File: config.mk
export PLATFORM = sky130hd
export DESIGN_NAME = linearize_clamp_pwm_path
export DESIGN_NICKNAME = d
export VERILOG_FILES = /design/src/shared/lcp_pkg.sv /design/src/shared/stream_if.sv /design/src/logic/sample_fifo.sv /design/src/logic/linearize_clamp_pwm_path.sv
export SDC_FILE = /design/constraint.sdc
export NUM_CORES = 2
export LEC_CHECK = 0
export BUFFER_PORTS_ARGS = -buffer_cell sky130_fd_sc_hd__clkbuf_2
export CAP_MARGIN = 40
export CORE_UTILIZATION = 51
export CTS_CLUSTER_DIAMETER = 100
export DETAILED_ROUTE_END_ITERATION = 16
export PLACE_DENSITY = 0.67
export SLEW_MARGIN = 0
export SYNTH_ARGS = -nofsm -noshare
export SYNTH_HDL_FRONTEND = slang
export SYNTH_HIERARCHICAL = 1
export SYNTH_SLANG_ARGS = --single-unit
export TNS_END_PERCENT = 5
File: constraint.sdc
create_clock -name mclk -period 30.9 [get_ports mclk]
set_input_delay 3.09 -clock mclk [delete_from_list [all_inputs] [get_ports mclk]]
set_output_delay 3.09 -clock mclk [all_outputs]
set_load 0.02 [all_outputs]
File: src/shared/lcp_pkg.sv
package lcp_pkg;

    // Configuration word offsets
    localparam logic [7:0] CLAMP_LIMITS_OFFSET      = 8'h08;
    localparam logic [7:0] LINEARIZE_CONTROL_OFFSET = 8'h12;
    localparam logic [7:0] POST_TRIM_OFFSET         = 8'h13;
    localparam logic [7:0] OUTPUT_CONFIG_OFFSET     = 8'h14;

    // Word widths and table counts
    localparam int SAMPLE_W    = 16;
    localparam int CLAMP_W     = 24;
    localparam int LINCTL_W    = 26;
    localparam int POSTTRIM_W  = 24;
    localparam int OUTCFG_W    = 7;
    localparam int ENTRY_W     = 13;
    localparam int ENTRY_COUNT = 17;
    localparam int BIN_COUNT   = 8;

    // Linearize control fields
    localparam int TABLE_EN_BIT   = 13;
    localparam int BIN_EN_BIT     = 14;
    localparam int INV_OUT_BIT    = 15;
    localparam int INV_IN_BIT     = 16;
    localparam int HYST_LSB       = 17;
    localparam int HYST_W         = 8;
    localparam int SCALAR_BIT     = 25;

    // Post trim and clamp fields
    localparam int GAIN_LSB       = 0;
    localparam int OFFSET_LSB     = 12;
    localparam int TRIM_FIELD_W   = 12;
    localparam int UPPER_LSB      = 0;
    localparam int LOWER_LSB      = 12;
    localparam int GAIN_FRAC_BITS = 11;

    // Output configuration fields
    localparam int PROTO_LSB = 0;
    localparam int PROTO_W   = 3;
    localparam int RATE_LSB  = 3;
    localparam int RATE_W    = 4;
    localparam logic [2:0] PROTO_PWM = 3'h0;

    // Arithmetic constants
    localparam logic signed [23:0] LOC_MIDPOINT  = 24'sh001000;
    localparam logic signed [15:0] BIN_FLOOR     = 16'sh8000;
    localparam logic        [3:0]  UPPER_FILL    = 4'hF;
    localparam logic        [3:0]  LOWER_FILL    = 4'h0;

    // Buffering and PWM defaults
    localparam int FIFO_DEPTH   = 16;
    localparam int PWM_MIN_LOG2 = 8;
    localparam logic [4:0] PWM_MAX_LOG2 = 5'h10;

endpackage : lcp_pkg

File: src/shared/stream_if.sv
interface stream_if #(
    parameter int WIDTH = 16
) ();
    logic             valid;
    logic             ready;
    logic [WIDTH-1:0] data;

    modport source (output valid, output data, input ready);
    modport sink   (input valid, input data, output ready);
endinterface : stream_if

File: src/logic/sample_fifo.sv
module sample_fifo #(
    parameter int WIDTH = 16,
    parameter int DEPTH = 16
) (
    // Clock and reset
    input wire logic mclk,
    input wire logic rst_n,
    // Streams
    stream_if.sink   inPort,
    stream_if.source outPort
);
    localparam int AW = $clog2(DEPTH);

    typedef struct packed {
        logic [DEPTH-1:0][WIDTH-1:0] mem;
        logic [AW-1:0]               rd;
        logic [AW-1:0]               wr;
        logic [AW:0]                 count;
        logic                        notFull;
        logic                        notEmpty;
    } fifo_state_type;

    fifo_state_type cur;
    fifo_state_type next_cur;
    logic           push;
    logic           pop;

    assign push            = inPort.valid && cur.notFull;
    assign pop             = outPort.ready && cur.notEmpty;
    assign inPort.ready    = cur.notFull;
    assign outPort.valid   = cur.notEmpty;
    assign outPort.data    = cur.mem[cur.rd];

    always_comb begin
        next_cur = cur;
        if (push) begin
            next_cur.mem[cur.wr] = inPort.data;
            next_cur.wr          = cur.wr + 1'b1;
        end
        if (pop) begin
            next_cur.rd = cur.rd + 1'b1;
        end
        if (push && !pop) begin
            next_cur.count = cur.count + 1'b1;
        end else if (pop && !push) begin
            next_cur.count = cur.count - 1'b1;
        end
        next_cur.notFull  = next_cur.count != (AW+1)'(DEPTH);
        next_cur.notEmpty = next_cur.count != '0;
    end

    always_ff @(posedge mclk) begin
        if (!rst_n) begin
            cur          <= '0;
            cur.notFull  <= 1'b1;
        end else begin
            cur <= next_cur;
        end
    end

endmodule : sample_fifo

File: src/logic/linearize_clamp_pwm_path.sv
// Functional notes
// - Bin mode outputs a discrete level per bin bounded by programmed locations.
// - Hysteresis applies only while input decreases; rising input uses zero.
// - Threshold is 8*(loc-4096) minus twice hysteresis; below first gives -32768, or level entry 8 when location 0 is zero.
// - Control bit 13 enables the linearization table.
// - Control bit 14 selects binning instead of interpolation.
// - Control bit 15 inverts the linearization result.
// - Control bit 16 inverts the value entering linearization.
// - Hysteresis comes from control bits 24:17, in output LSBs.
// - Control bit 25 doubles interpolation coefficients and bin levels before use.
// - Post trim is value times one plus gain, plus offset, 16-bit signed.
// - Gain trim is bits 11:0, step 2^-11, span -1 to +1 minus 2^-11.
// - Offset trim is bits 23:12, step 16, span -32768 to +32752.
// - Add 32768 to make unsigned before both clamp comparisons.
// - Above upper limit outputs upper limit; this check wins.
// - Below lower limit outputs lower limit; otherwise pass value unchanged.
// - Upper limit is clamp bits 11:0, step 16, span 15 to 65535.
// - Lower limit is clamp bits 23:12, step 16, span 0 to 65520.
// - Output pin is suppressed while serial programming uses it.
// - PWM is constant frequency with high time proportional to the clamped value.
// - Protocol field bits 2:0 equal zero selects PWM.
// - Rate field bits 6:3 sets the PWM carrier frequency.
// - Interpolating mode is piecewise linear over 16 segments.
// - In bin mode the first eight entries are locations, the next eight (8 to 15) levels, 13 bits each; entry 16 is unused.
module linearize_clamp_pwm_path #(
    parameter int FIFO_DEPTH   = lcp_pkg::FIFO_DEPTH,
    parameter int PWM_MIN_LOG2 = lcp_pkg::PWM_MIN_LOG2
) (
    // Clock and reset
    input  wire logic                                            mclk,
    input  wire logic                                            rst_n,
    // Compensated sample stream
    input  wire logic                                            sampleValid,
    input  wire logic [lcp_pkg::SAMPLE_W-1:0]                    sampleData,
    output wire logic                                            sampleReady,
    // Configuration words
    input  wire logic [lcp_pkg::CLAMP_W-1:0]                     clampLimits,
    input  wire logic [lcp_pkg::LINCTL_W-1:0]                    linearizeControl,
    input  wire logic [lcp_pkg::POSTTRIM_W-1:0]                  postTrim,
    input  wire logic [lcp_pkg::OUTCFG_W-1:0]                    outputConfig,
    input  wire logic [lcp_pkg::ENTRY_COUNT*lcp_pkg::ENTRY_W-1:0] tableEntries,
    // Serial programming owns the pin
    input  wire logic                                            programmingActive,
    // Open-drain output pin
    output wire logic                                            outPinOut,
    output wire logic                                            outPinOe,
    // Status
    output wire logic [lcp_pkg::SAMPLE_W-1:0]                    clampedValue,
    output wire logic                                            pwmRunning
);
    import lcp_pkg::*;

    typedef enum logic [1:0] {
        PWM_SUPPRESSED = 2'b01,
        PWM_RUN        = 2'b10
    } pwm_state_type;

    typedef struct packed {
        pwm_state_type        state;
        logic [15:0]          cnt;
        logic [15:0]          clamped;
        logic signed [15:0]   prevIn;
        logic                 havePrev;
        logic                 oe;
        logic                 pinOut;
    } top_state_type;

    top_state_type cur;
    top_state_type next_cur;

    stream_if #(.WIDTH(SAMPLE_W)) inIf ();
    stream_if #(.WIDTH(SAMPLE_W)) outIf ();

    assign inIf.valid = sampleValid;
    assign inIf.data  = sampleData;
    assign sampleReady = inIf.ready;

    sample_fifo #(
        .WIDTH (SAMPLE_W),
        .DEPTH (FIFO_DEPTH)
    ) sampleFifo (
        .mclk    (mclk),
        .rst_n   (rst_n),
        .inPort  (inIf.sink),
        .outPort (outIf.source)
    );

    // Coefficient for interpolation, delta output times four
    function automatic logic signed [23:0] lineCoef(input logic [4:0] idx, input logic scal);
        logic signed [23:0] v;
        v = 24'($signed(tableEntries[ENTRY_W*int'(idx) +: ENTRY_W])) <<< 2;
        if (scal) begin
            v = v <<< 1;
        end
        return v;
    endfunction : lineCoef

    // Trim and level sums can leave 16 bits; saturate rather than wrap
    function automatic logic signed [15:0] sat16(input logic signed [23:0] v);
        if (v > 24'sh007FFF) begin
            return 16'sh7FFF;
        end else if (v < -24'sh008000) begin
            return 16'sh8000;
        end
        return v[15:0];
    endfunction : sat16

    // Bin output level, offset binary entry scaled to signed output
    function automatic logic signed [15:0] levelAt(input int idx, input logic scal);
        logic signed [23:0] v;
        v = ($signed({11'h000, tableEntries[ENTRY_W*idx +: ENTRY_W]}) - LOC_MIDPOINT) <<< 3;
        if (scal) begin
            v = v <<< 1;
        end
        return sat16(v);
    endfunction : levelAt

    logic signed [15:0] yRaw;
    logic signed [15:0] yIn;
    logic               linEnable;
    logic               binEnable;
    logic               scal;
    logic [3:0]         seg;
    logic [11:0]        frac;
    logic signed [23:0] kLo;
    logic signed [23:0] kHi;
    logic signed [39:0] prodStep;
    logic signed [15:0] interpY;
    logic               decreasing;
    logic [9:0]         hystUsed;
    logic signed [23:0] thr [BIN_COUNT];
    logic signed [15:0] binLevel;
    logic signed [15:0] y3pre;
    logic signed [15:0] y3;
    logic signed [27:0] prodGain;
    logic signed [23:0] offsetFull;
    logic signed [15:0] y4;
    logic [15:0]        clampIn;
    logic [15:0]        upper;
    logic [15:0]        lower;
    logic [15:0]        clampOut;

    always_comb begin
        yRaw      = $signed(outIf.data);
        linEnable = linearizeControl[TABLE_EN_BIT];
        binEnable = linearizeControl[BIN_EN_BIT];
        scal      = linearizeControl[SCALAR_BIT];
        yIn       = linearizeControl[INV_IN_BIT] ? ~yRaw : yRaw;

        // Seventeen evenly spaced points across the signed input span
        seg      = {~yIn[15], yIn[14:12]};
        frac     = yIn[11:0];
        kLo      = lineCoef({1'b0, seg}, scal);
        kHi      = lineCoef({1'b0, seg} + 5'h01, scal);
        prodStep = 40'(kHi - kLo) * $signed({28'h0000000, frac});
        interpY  = sat16(24'(yIn) + kLo + 24'(prodStep >>> 12));

        // Direction is judged against the last sample taken, after input inversion
        decreasing = cur.havePrev && (yIn < cur.prevIn);
        hystUsed   = decreasing ?
            {1'b0, linearizeControl[HYST_LSB +: HYST_W], 1'b0} : 10'h000;
        for (int x = 0; x < BIN_COUNT; x++) begin
            thr[x] = (($signed({11'h000, tableEntries[ENTRY_W*x +: ENTRY_W]}) - LOC_MIDPOINT)
                     <<< 3) - $signed({14'h0000, hystUsed});
        end
        // Locations sit in the lower half, levels in the upper half
        binLevel = (tableEntries[ENTRY_W-1:0] != 13'h0000) ?
            BIN_FLOOR : levelAt(BIN_COUNT, scal);
        for (int x = 0; x < BIN_COUNT; x++) begin
            if (24'(yIn) > thr[x]) begin
                binLevel = levelAt(BIN_COUNT + x, scal);
            end
        end

        y3pre = binEnable ? binLevel : interpY;
        y3    = linearizeControl[INV_OUT_BIT] ? ~y3pre : y3pre;
        if (!linEnable) begin
            y3 = yRaw;
        end

        prodGain   = 28'(y3) * 28'($signed(postTrim[GAIN_LSB +: TRIM_FIELD_W]));
        offsetFull = 24'($signed({postTrim[OFFSET_LSB +: TRIM_FIELD_W], 4'h0}));
        y4         = sat16(24'(y3) + 24'(prodGain >>> GAIN_FRAC_BITS) + offsetFull);

        clampIn = {~y4[15], y4[14:0]};
        upper   = {clampLimits[UPPER_LSB +: TRIM_FIELD_W], UPPER_FILL};
        lower   = {clampLimits[LOWER_LSB +: TRIM_FIELD_W], LOWER_FILL};
        // Upper check first, so it wins if the limits are ever crossed
        if (clampIn > upper) begin
            clampOut = upper;
        end else if (clampIn < lower) begin
            clampOut = lower;
        end else begin
            clampOut = clampIn;
        end
    end

    logic [4:0]  periodLog2;
    logic [4:0]  shiftDown;
    logic [15:0] periodMask;
    logic [15:0] highCount;
    logic        wrap;
    logic        pop;
    logic        runReq;

    always_comb begin
        periodLog2 = 5'(PWM_MIN_LOG2) + {1'b0, outputConfig[RATE_LSB +: RATE_W]};
        if (periodLog2 > PWM_MAX_LOG2) begin
            periodLog2 = PWM_MAX_LOG2;
        end
        shiftDown  = PWM_MAX_LOG2 - periodLog2;
        periodMask = 16'hFFFF >> shiftDown;
        highCount  = cur.clamped >> shiftDown;
        // A rate change can leave the counter past the new end: restart at once
        wrap       = cur.cnt >= periodMask;
        pop        = wrap && outIf.valid;
        runReq     = (outputConfig[PROTO_LSB +: PROTO_W] == PROTO_PWM)
                     && !programmingActive;
    end

    // New samples are taken only at a period boundary, so the FIFO backs up
    assign outIf.ready = wrap;

    always_comb begin
        next_cur        = cur;
        next_cur.cnt    = wrap ? 16'h0000 : cur.cnt + 16'h0001;
        next_cur.state  = runReq ? PWM_RUN : PWM_SUPPRESSED;
        // Pin released for the high part, pulled low for the rest
        next_cur.oe     = runReq && (cur.cnt >= highCount);
        next_cur.pinOut = 1'b0;
        if (pop) begin
            next_cur.clamped  = clampOut;
            next_cur.prevIn   = yIn;
            next_cur.havePrev = 1'b1;
        end
    end

    always_ff @(posedge mclk) begin
        if (!rst_n) begin
            cur       <= '0;
            cur.state <= PWM_SUPPRESSED;
        end else begin
            cur <= next_cur;
        end
    end

    assign outPinOut    = cur.pinOut;
    assign outPinOe     = cur.oe;
    assign clampedValue = cur.clamped;
    // One-hot run bit, so the flag comes straight from its flip-flop
    assign pwmRunning   = cur.state[1];
endmodule : linearize_clamp_pwm_path

# Word level (Yosys, flattened, before mapping)
# Index checks and enable logic that the tools add are counted.
# Widths: inputs -> output; s select.
# totals
reg_bits	324
in_bits	322
output_inout_bits	20
word_cells	239
# op_classes
mux	106
magnitude_cmp	39
n_shift	4
n_eq_ne	1
reduce_logical	15
multipliers	4
bitwise	5
addsub	37
# op_table
operator	n
$mux 16	50
$bwmux 256	1
$sub 13x13->14 const B	16
$shiftx 221x10->13	1
$shiftx 221x9->13	1
$gt 24x16->1 const B	8
$lt 24x16->1 const B	8
$mux 24	8
$gt 16x18->1	8
$sub 17x10->18	8
$mux 17	8
$bmux 16 s4	1
$demux 16 s4	1
$gt 19x16->1 const B	2
$lt 19x16->1 const B	2
$ge 16x16->1	2
$lt 16x16->1	2
$not 16->16	2
$mul 17x13->30	1
$mux 1	30
$mux 15	2
$mul 16x12->28	1
$add 17x18->19	1
$add 18x16->19	1
31 further kinds	46

# Depth between registers and ports, before layout
# logic_depth
depth_word	38
depth_mapped	123
ltp_nobuf	113

# By module
# Netlist, hierarchy kept.
# by_module_without_submodules
module	area_per_inst_um2	instances	seq_area_each_um2	cells_per_inst
linearize_clamp_pwm_path	34576.9	1	1021.0	4170
sample_fifo	12400.6	1	5425.2	1351

# Worst setup path before layout
# OpenSTA, ideal clock, no wires.
# synth_path
path_type	input-to-reg
from	input port linearizeControl[16] in the netlist's numbering
to	register cur, in the netlist clampedValue[10]
setup_ns	0.083
slack_ns	3.878
arrival_time_ns	26.940
required_ns	30.817
path_stages	100
n_path_buf	11
path_cell_list	buf_6 > xnor2_2 > clkbuf_1 > clkbuf_1 > clkbuf_1 > buf_1 > clkbuf_1 > mux4_2 > mux4_2 > nand2_1 > nand2_1 > fa_1 > nor2b_1 > o21ai_0 > a21boi_0 > o21ai_0 > a21boi_0 > o21ai_0 > [... 64 more ...] > or4_1 > a21oi_1 > a21oi_1 > o21a_1 > or2_2 > o21a_1 > clkbuf_1 > o21ai_0 > inv_1 > ha_1 > nand4_1 > or2_2 > or4b_1 > a221o_1 > or2_2 > nand2b_1 > clkbuf_1 > o221ai_1
# synth_between
elab_chain_len	29
elab_cells_between_ends	64
cone_classes	add/sub (14); mul (4); order compare (15); shift (2); mux (25); bitwise (3); reduce/logical (1)
# synth_lines
element	line_no	rtl
start: declaration	linearize_clamp_pwm_path.sv:38	input wire logic [lcp_pkg::LINCTL_W-1:0] linearizeControl,
$mux 16 (*)	linearize_clamp_pwm_path.sv:148	yIn = linearizeControl[INV_IN_BIT] ? ~yRaw : yRaw;
branches (longest 13 deep; another with $mul 17x13->30)	--	
$mux 16 (*)	linearize_clamp_pwm_path.sv:175	y3pre = binEnable ? binLevel : interpY;
$not 16->16	linearize_clamp_pwm_path.sv:176	y3 = linearizeControl[INV_OUT_BIT] ? ~y3pre : y3pre;
$mux 16 (*)	linearize_clamp_pwm_path.sv:176	
$mux 16 (*)	linearize_clamp_pwm_path.sv:177	if (!linEnable) begin
$mul 16x12->28	linearize_clamp_pwm_path.sv:181	prodGain = 28'(y3) * 28'($signed(postTrim[GAIN_LSB +: TRIM_FIELD_W]));
$add 16x17->18 (*)	linearize_clamp_pwm_path.sv:183	y4 = sat16(24'(y3) + 24'(prodGain >>> GAIN_FRAC_BITS) + offsetFull);
$add 18x16->19 (*)	linearize_clamp_pwm_path.sv:183	
$lt 19x16->1	linearize_clamp_pwm_path.sv:102	end else if (v < -24'sh008000) begin
$mux 1	linearize_clamp_pwm_path.sv:102	
$mux 1	linearize_clamp_pwm_path.sv:100	if (v > 24'sh007FFF) begin
$mux 16 (*)	linearize_clamp_pwm_path.sv:105	return v[15:0];
$not 1->1	linearize_clamp_pwm_path.sv:185	clampIn = {~y4[15], y4[14:0]};
$lt 16x16->1	linearize_clamp_pwm_path.sv:191	end else if (clampIn < lower) begin
$mux 16	linearize_clamp_pwm_path.sv:191	
$mux 16 (*)	linearize_clamp_pwm_path.sv:189	if (clampIn > upper) begin
end signal: assignment	linearize_clamp_pwm_path.sv:243	cur <= next_cur;
end: declaration	linearize_clamp_pwm_path.sv:68	top_state_type cur;
# Every way passes the cells marked *.
# A chain may end at the register's enable or synchronous reset.

# Final worst setup path
# layout_path
from	input port linearizeControl[16] in the netlist's numbering
to	register cur, in the netlist clampedValue[14]
# The elaborated chain is that of the path after synthesis.

==> results.txt <==
Design Area, Final = 51100 µm²
Inst Count DP = 6822
Fin Setup TNS = 0 ns
Max clock buf depth = 3
Top layer reached by signal wires = met5
EDFF count, synth = 0
Initial Utilization = 51.9%
Post-Layout Cell Count = 6909
Hold Fails Final Rpt = 0
Fmax = 0.0344 GHz
Worst Reg-to-Reg Cells = 100
Max incr delay on CP = 0.68 ns
Seq/Total Area, Yosys = 13.7%
Largest net degree at the start of global routing = 93
Reg-to-Reg Start = sampleFifo/cur[11]$_SDFFE_PN0P_
HPWL after DPL = 134000 µm
Syn Nets = 6648
Fin Clk Skew = 0.0500 ns
Worst setup SP type = input port
WS Path Type = in -> reg
Top post-synthesis cells by area = fa_1, dfxtp_1, ha_1
Port buffer count = 327
# resized after CTS = 0
Post-Syn Area per Cell = 8.51 µm²
Antenna-violating nets left = 0
Tmin final = 29.08 ns
Post-synthesis cell area = 47000 µm²
Place WS = 1.76 ns
Die Area = 93300 µm²
Iter 0 DRT Violations = 4474
Top_reg_cell synth = dfxtp_1
Placed inst area = 49800 µm²
Vias in the first global route = 41100
Htree depth = 2
Final period util = 94.1%
Area leader, netlist = fa_1
Worst EP required = 31.35 ns
RePlAce Congestion = 1.07
Slowest-stage cell, CP = mux4_2
Yosys cell types = 107
Reg2reg setup slack = 2.19 ns
DRC Markers = 0
Status = completed
Worst-path clk slew = 0.05 ns
Layout cells sized above 1 = 14.0%
Die Y = 306 µm
Drt wl/cell = 24.1 µm
Vias per cell = 6.14
CTS Buf Count = 37
Met3 routed WL = 18700 µm
Post-synth top area share = 15.9%
Post-Synthesis Cells = 5521
GRT Util Overall = 35.4%
Worst reg2reg path endpoint = clampedValue[14]$_SDFFE_PN0P_
Worst Path Max Fanout = 61
CTS hold repair buffers = 0
Initial antenna violation count = 28
Critical Path Start = linearizeControl[16]
Fin. max-slew vios = 0
Post-route setup slack = 1.82 ns
Area delta synth->final = 8.77%
CTS tree = done
DR WL met2 = 72300 µm
Worst Hold Path Cells = 2
DR vias = 42500
Std cell rows = 110
Clk sink count = 322
Nets = 6813
Crit end category = flop
Worst Max-Slew Pin Slew = 1.14 ns
Met1 wire length = 68100 µm
Worst Hold End = sampleFifo/cur[106]$_SDFFE_PN0P_
Ys Warns = 6
# IOs = 342
Count leader, synth = nand2_1
DR pass1 iterations = 9
Relative slew slack = 23.9%
Total gr overflow = 0
Core ar. = 90600 µm²
First-pass GRT wire length = 251000 µm
Yosys reg bits = 322
Most instantiated cells after synthesis = nand2_1, inv_1, ha_1
Hold Crit Class = reg -> reg
Max Cap Viol = 0
Worst-Skew Late Latency = 0.59 ns
Chip Width = 306 µm
CP arrival = 29.53 ns
Setup violators final = 0
Drt total wl = 166000 µm
Total setup buffers inserted after CTS = 0
Hold wc startpoint = sampleFifo/cur[106]$_SDFFE_PN0P_
Ys async rst share = 0%
Clock root buffer = clkbuf_16
RSZ-0062 raised after global routing = false
-- flip-flops by register name (all words and copies together), names as in the netlist --
register,count
cur,33
sampleFifo/outPort.valid,1
clampedValue,16
sampleFifo/inPort.ready,1
sampleFifo/cur,269
pwmRunning,1
outPinOe,1
-- worst max-delay path by stage --
| stage | end | slack [ns] | cells after the start |
|---|---|---|---|
| global placement | clampedValue[14]$_SDFFE_PN0P_ | 1.53 | 97 |
| detailed placement | clampedValue[13]$_SDFFE_PN0P_ | 1.76 | 100 |
| finish | clampedValue[14]$_SDFFE_PN0P_ | 1.82 | 99 |
| floorplan | clampedValue[10]$_SDFFE_PN0P_ | 3.88 | 100 |
| global route | clampedValue[13]$_SDFFE_PN0P_ | 0.24 | 100 |
| CTS | clampedValue[13]$_SDFFE_PN0P_ | 2.20 | 100 |
-- logic make-up (layout without fill, tap and decap cells) --
logic type / count (synthesis) / after routing / share of synthesized area, %
buf+inv: 902 / 1092 / 7.84
compound gates: 1049 / 1049 / 15.5
simple gates: 1858 / 1858 / 17.8
flops: 322 / 322 / 13.7
other cells: 1 / 23 / 0.00798
xor+xnor: 223 / 223 / 4.25
fa+ha+maj: 805 / 805 / 27.4
mux: 361 / 361 / 13.5
-- routing by layer --
metal | global-route usage [%] | vias up
met2 | 53.9 | 2137
li1 | - | 19300
met4 | 13.8 | 10
met1 | 48.0 | 20700
met3 | 9.10 | 368
met5 | 0 | -
-- placed cells by master, fill, tap and decap left out, drive strengths merged, types with 128 or more instances in the layout --
master | synthesis | final
nand2 | 981 | 981
inv | 587 | 589
ha | 431 | 431
clkbuf | 199 | 382
fa | 374 | 374
dfxtp | 322 | 322
nor2 | 303 | 303
a21boi | 281 | 281
mux4 | 211 | 211
a21oi | 196 | 196
xnor2 | 145 | 145
mux2i | 132 | 132
o21ai | 128 | 128
-- through the flow --
step | util, % | hold WS [ns]
2_1_floorplan | - | 0.430
3_3_place_gp | 54.5 | 0.435
3_5_place_dp | 55.0 | 0.442
4_1_cts | 56.4 | 0.449
5_1_grt | 56.4 | 0.465
6_report | 56.4 | 0.449
-- area by class of cell --
cell class              count  area, µm²
multi-input cells        4297      36900
repair buffers            439       2720
fillers                  8407      39500
inverters                 589       2210
flip-flops and latches    322       6450
diodes                     22       55.1
clock buffers              56       1100
clock inverters             8        165
well taps                1176       1470
-- worst max-delay path, delay by kind of cell --
family / cells / cell delay (ns)
mux: 3 / 1.43
compound gates: 40 / 9.74
xor+xnor: 3 / 0.86
simple gates: 19 / 5.11
fa+ha+maj: 18 / 7.30
buf+inv: 16 / 1.88
Power is not shown: default switching activity piles up to over one toggle a cycle in this logic, so the estimate is an artifact.
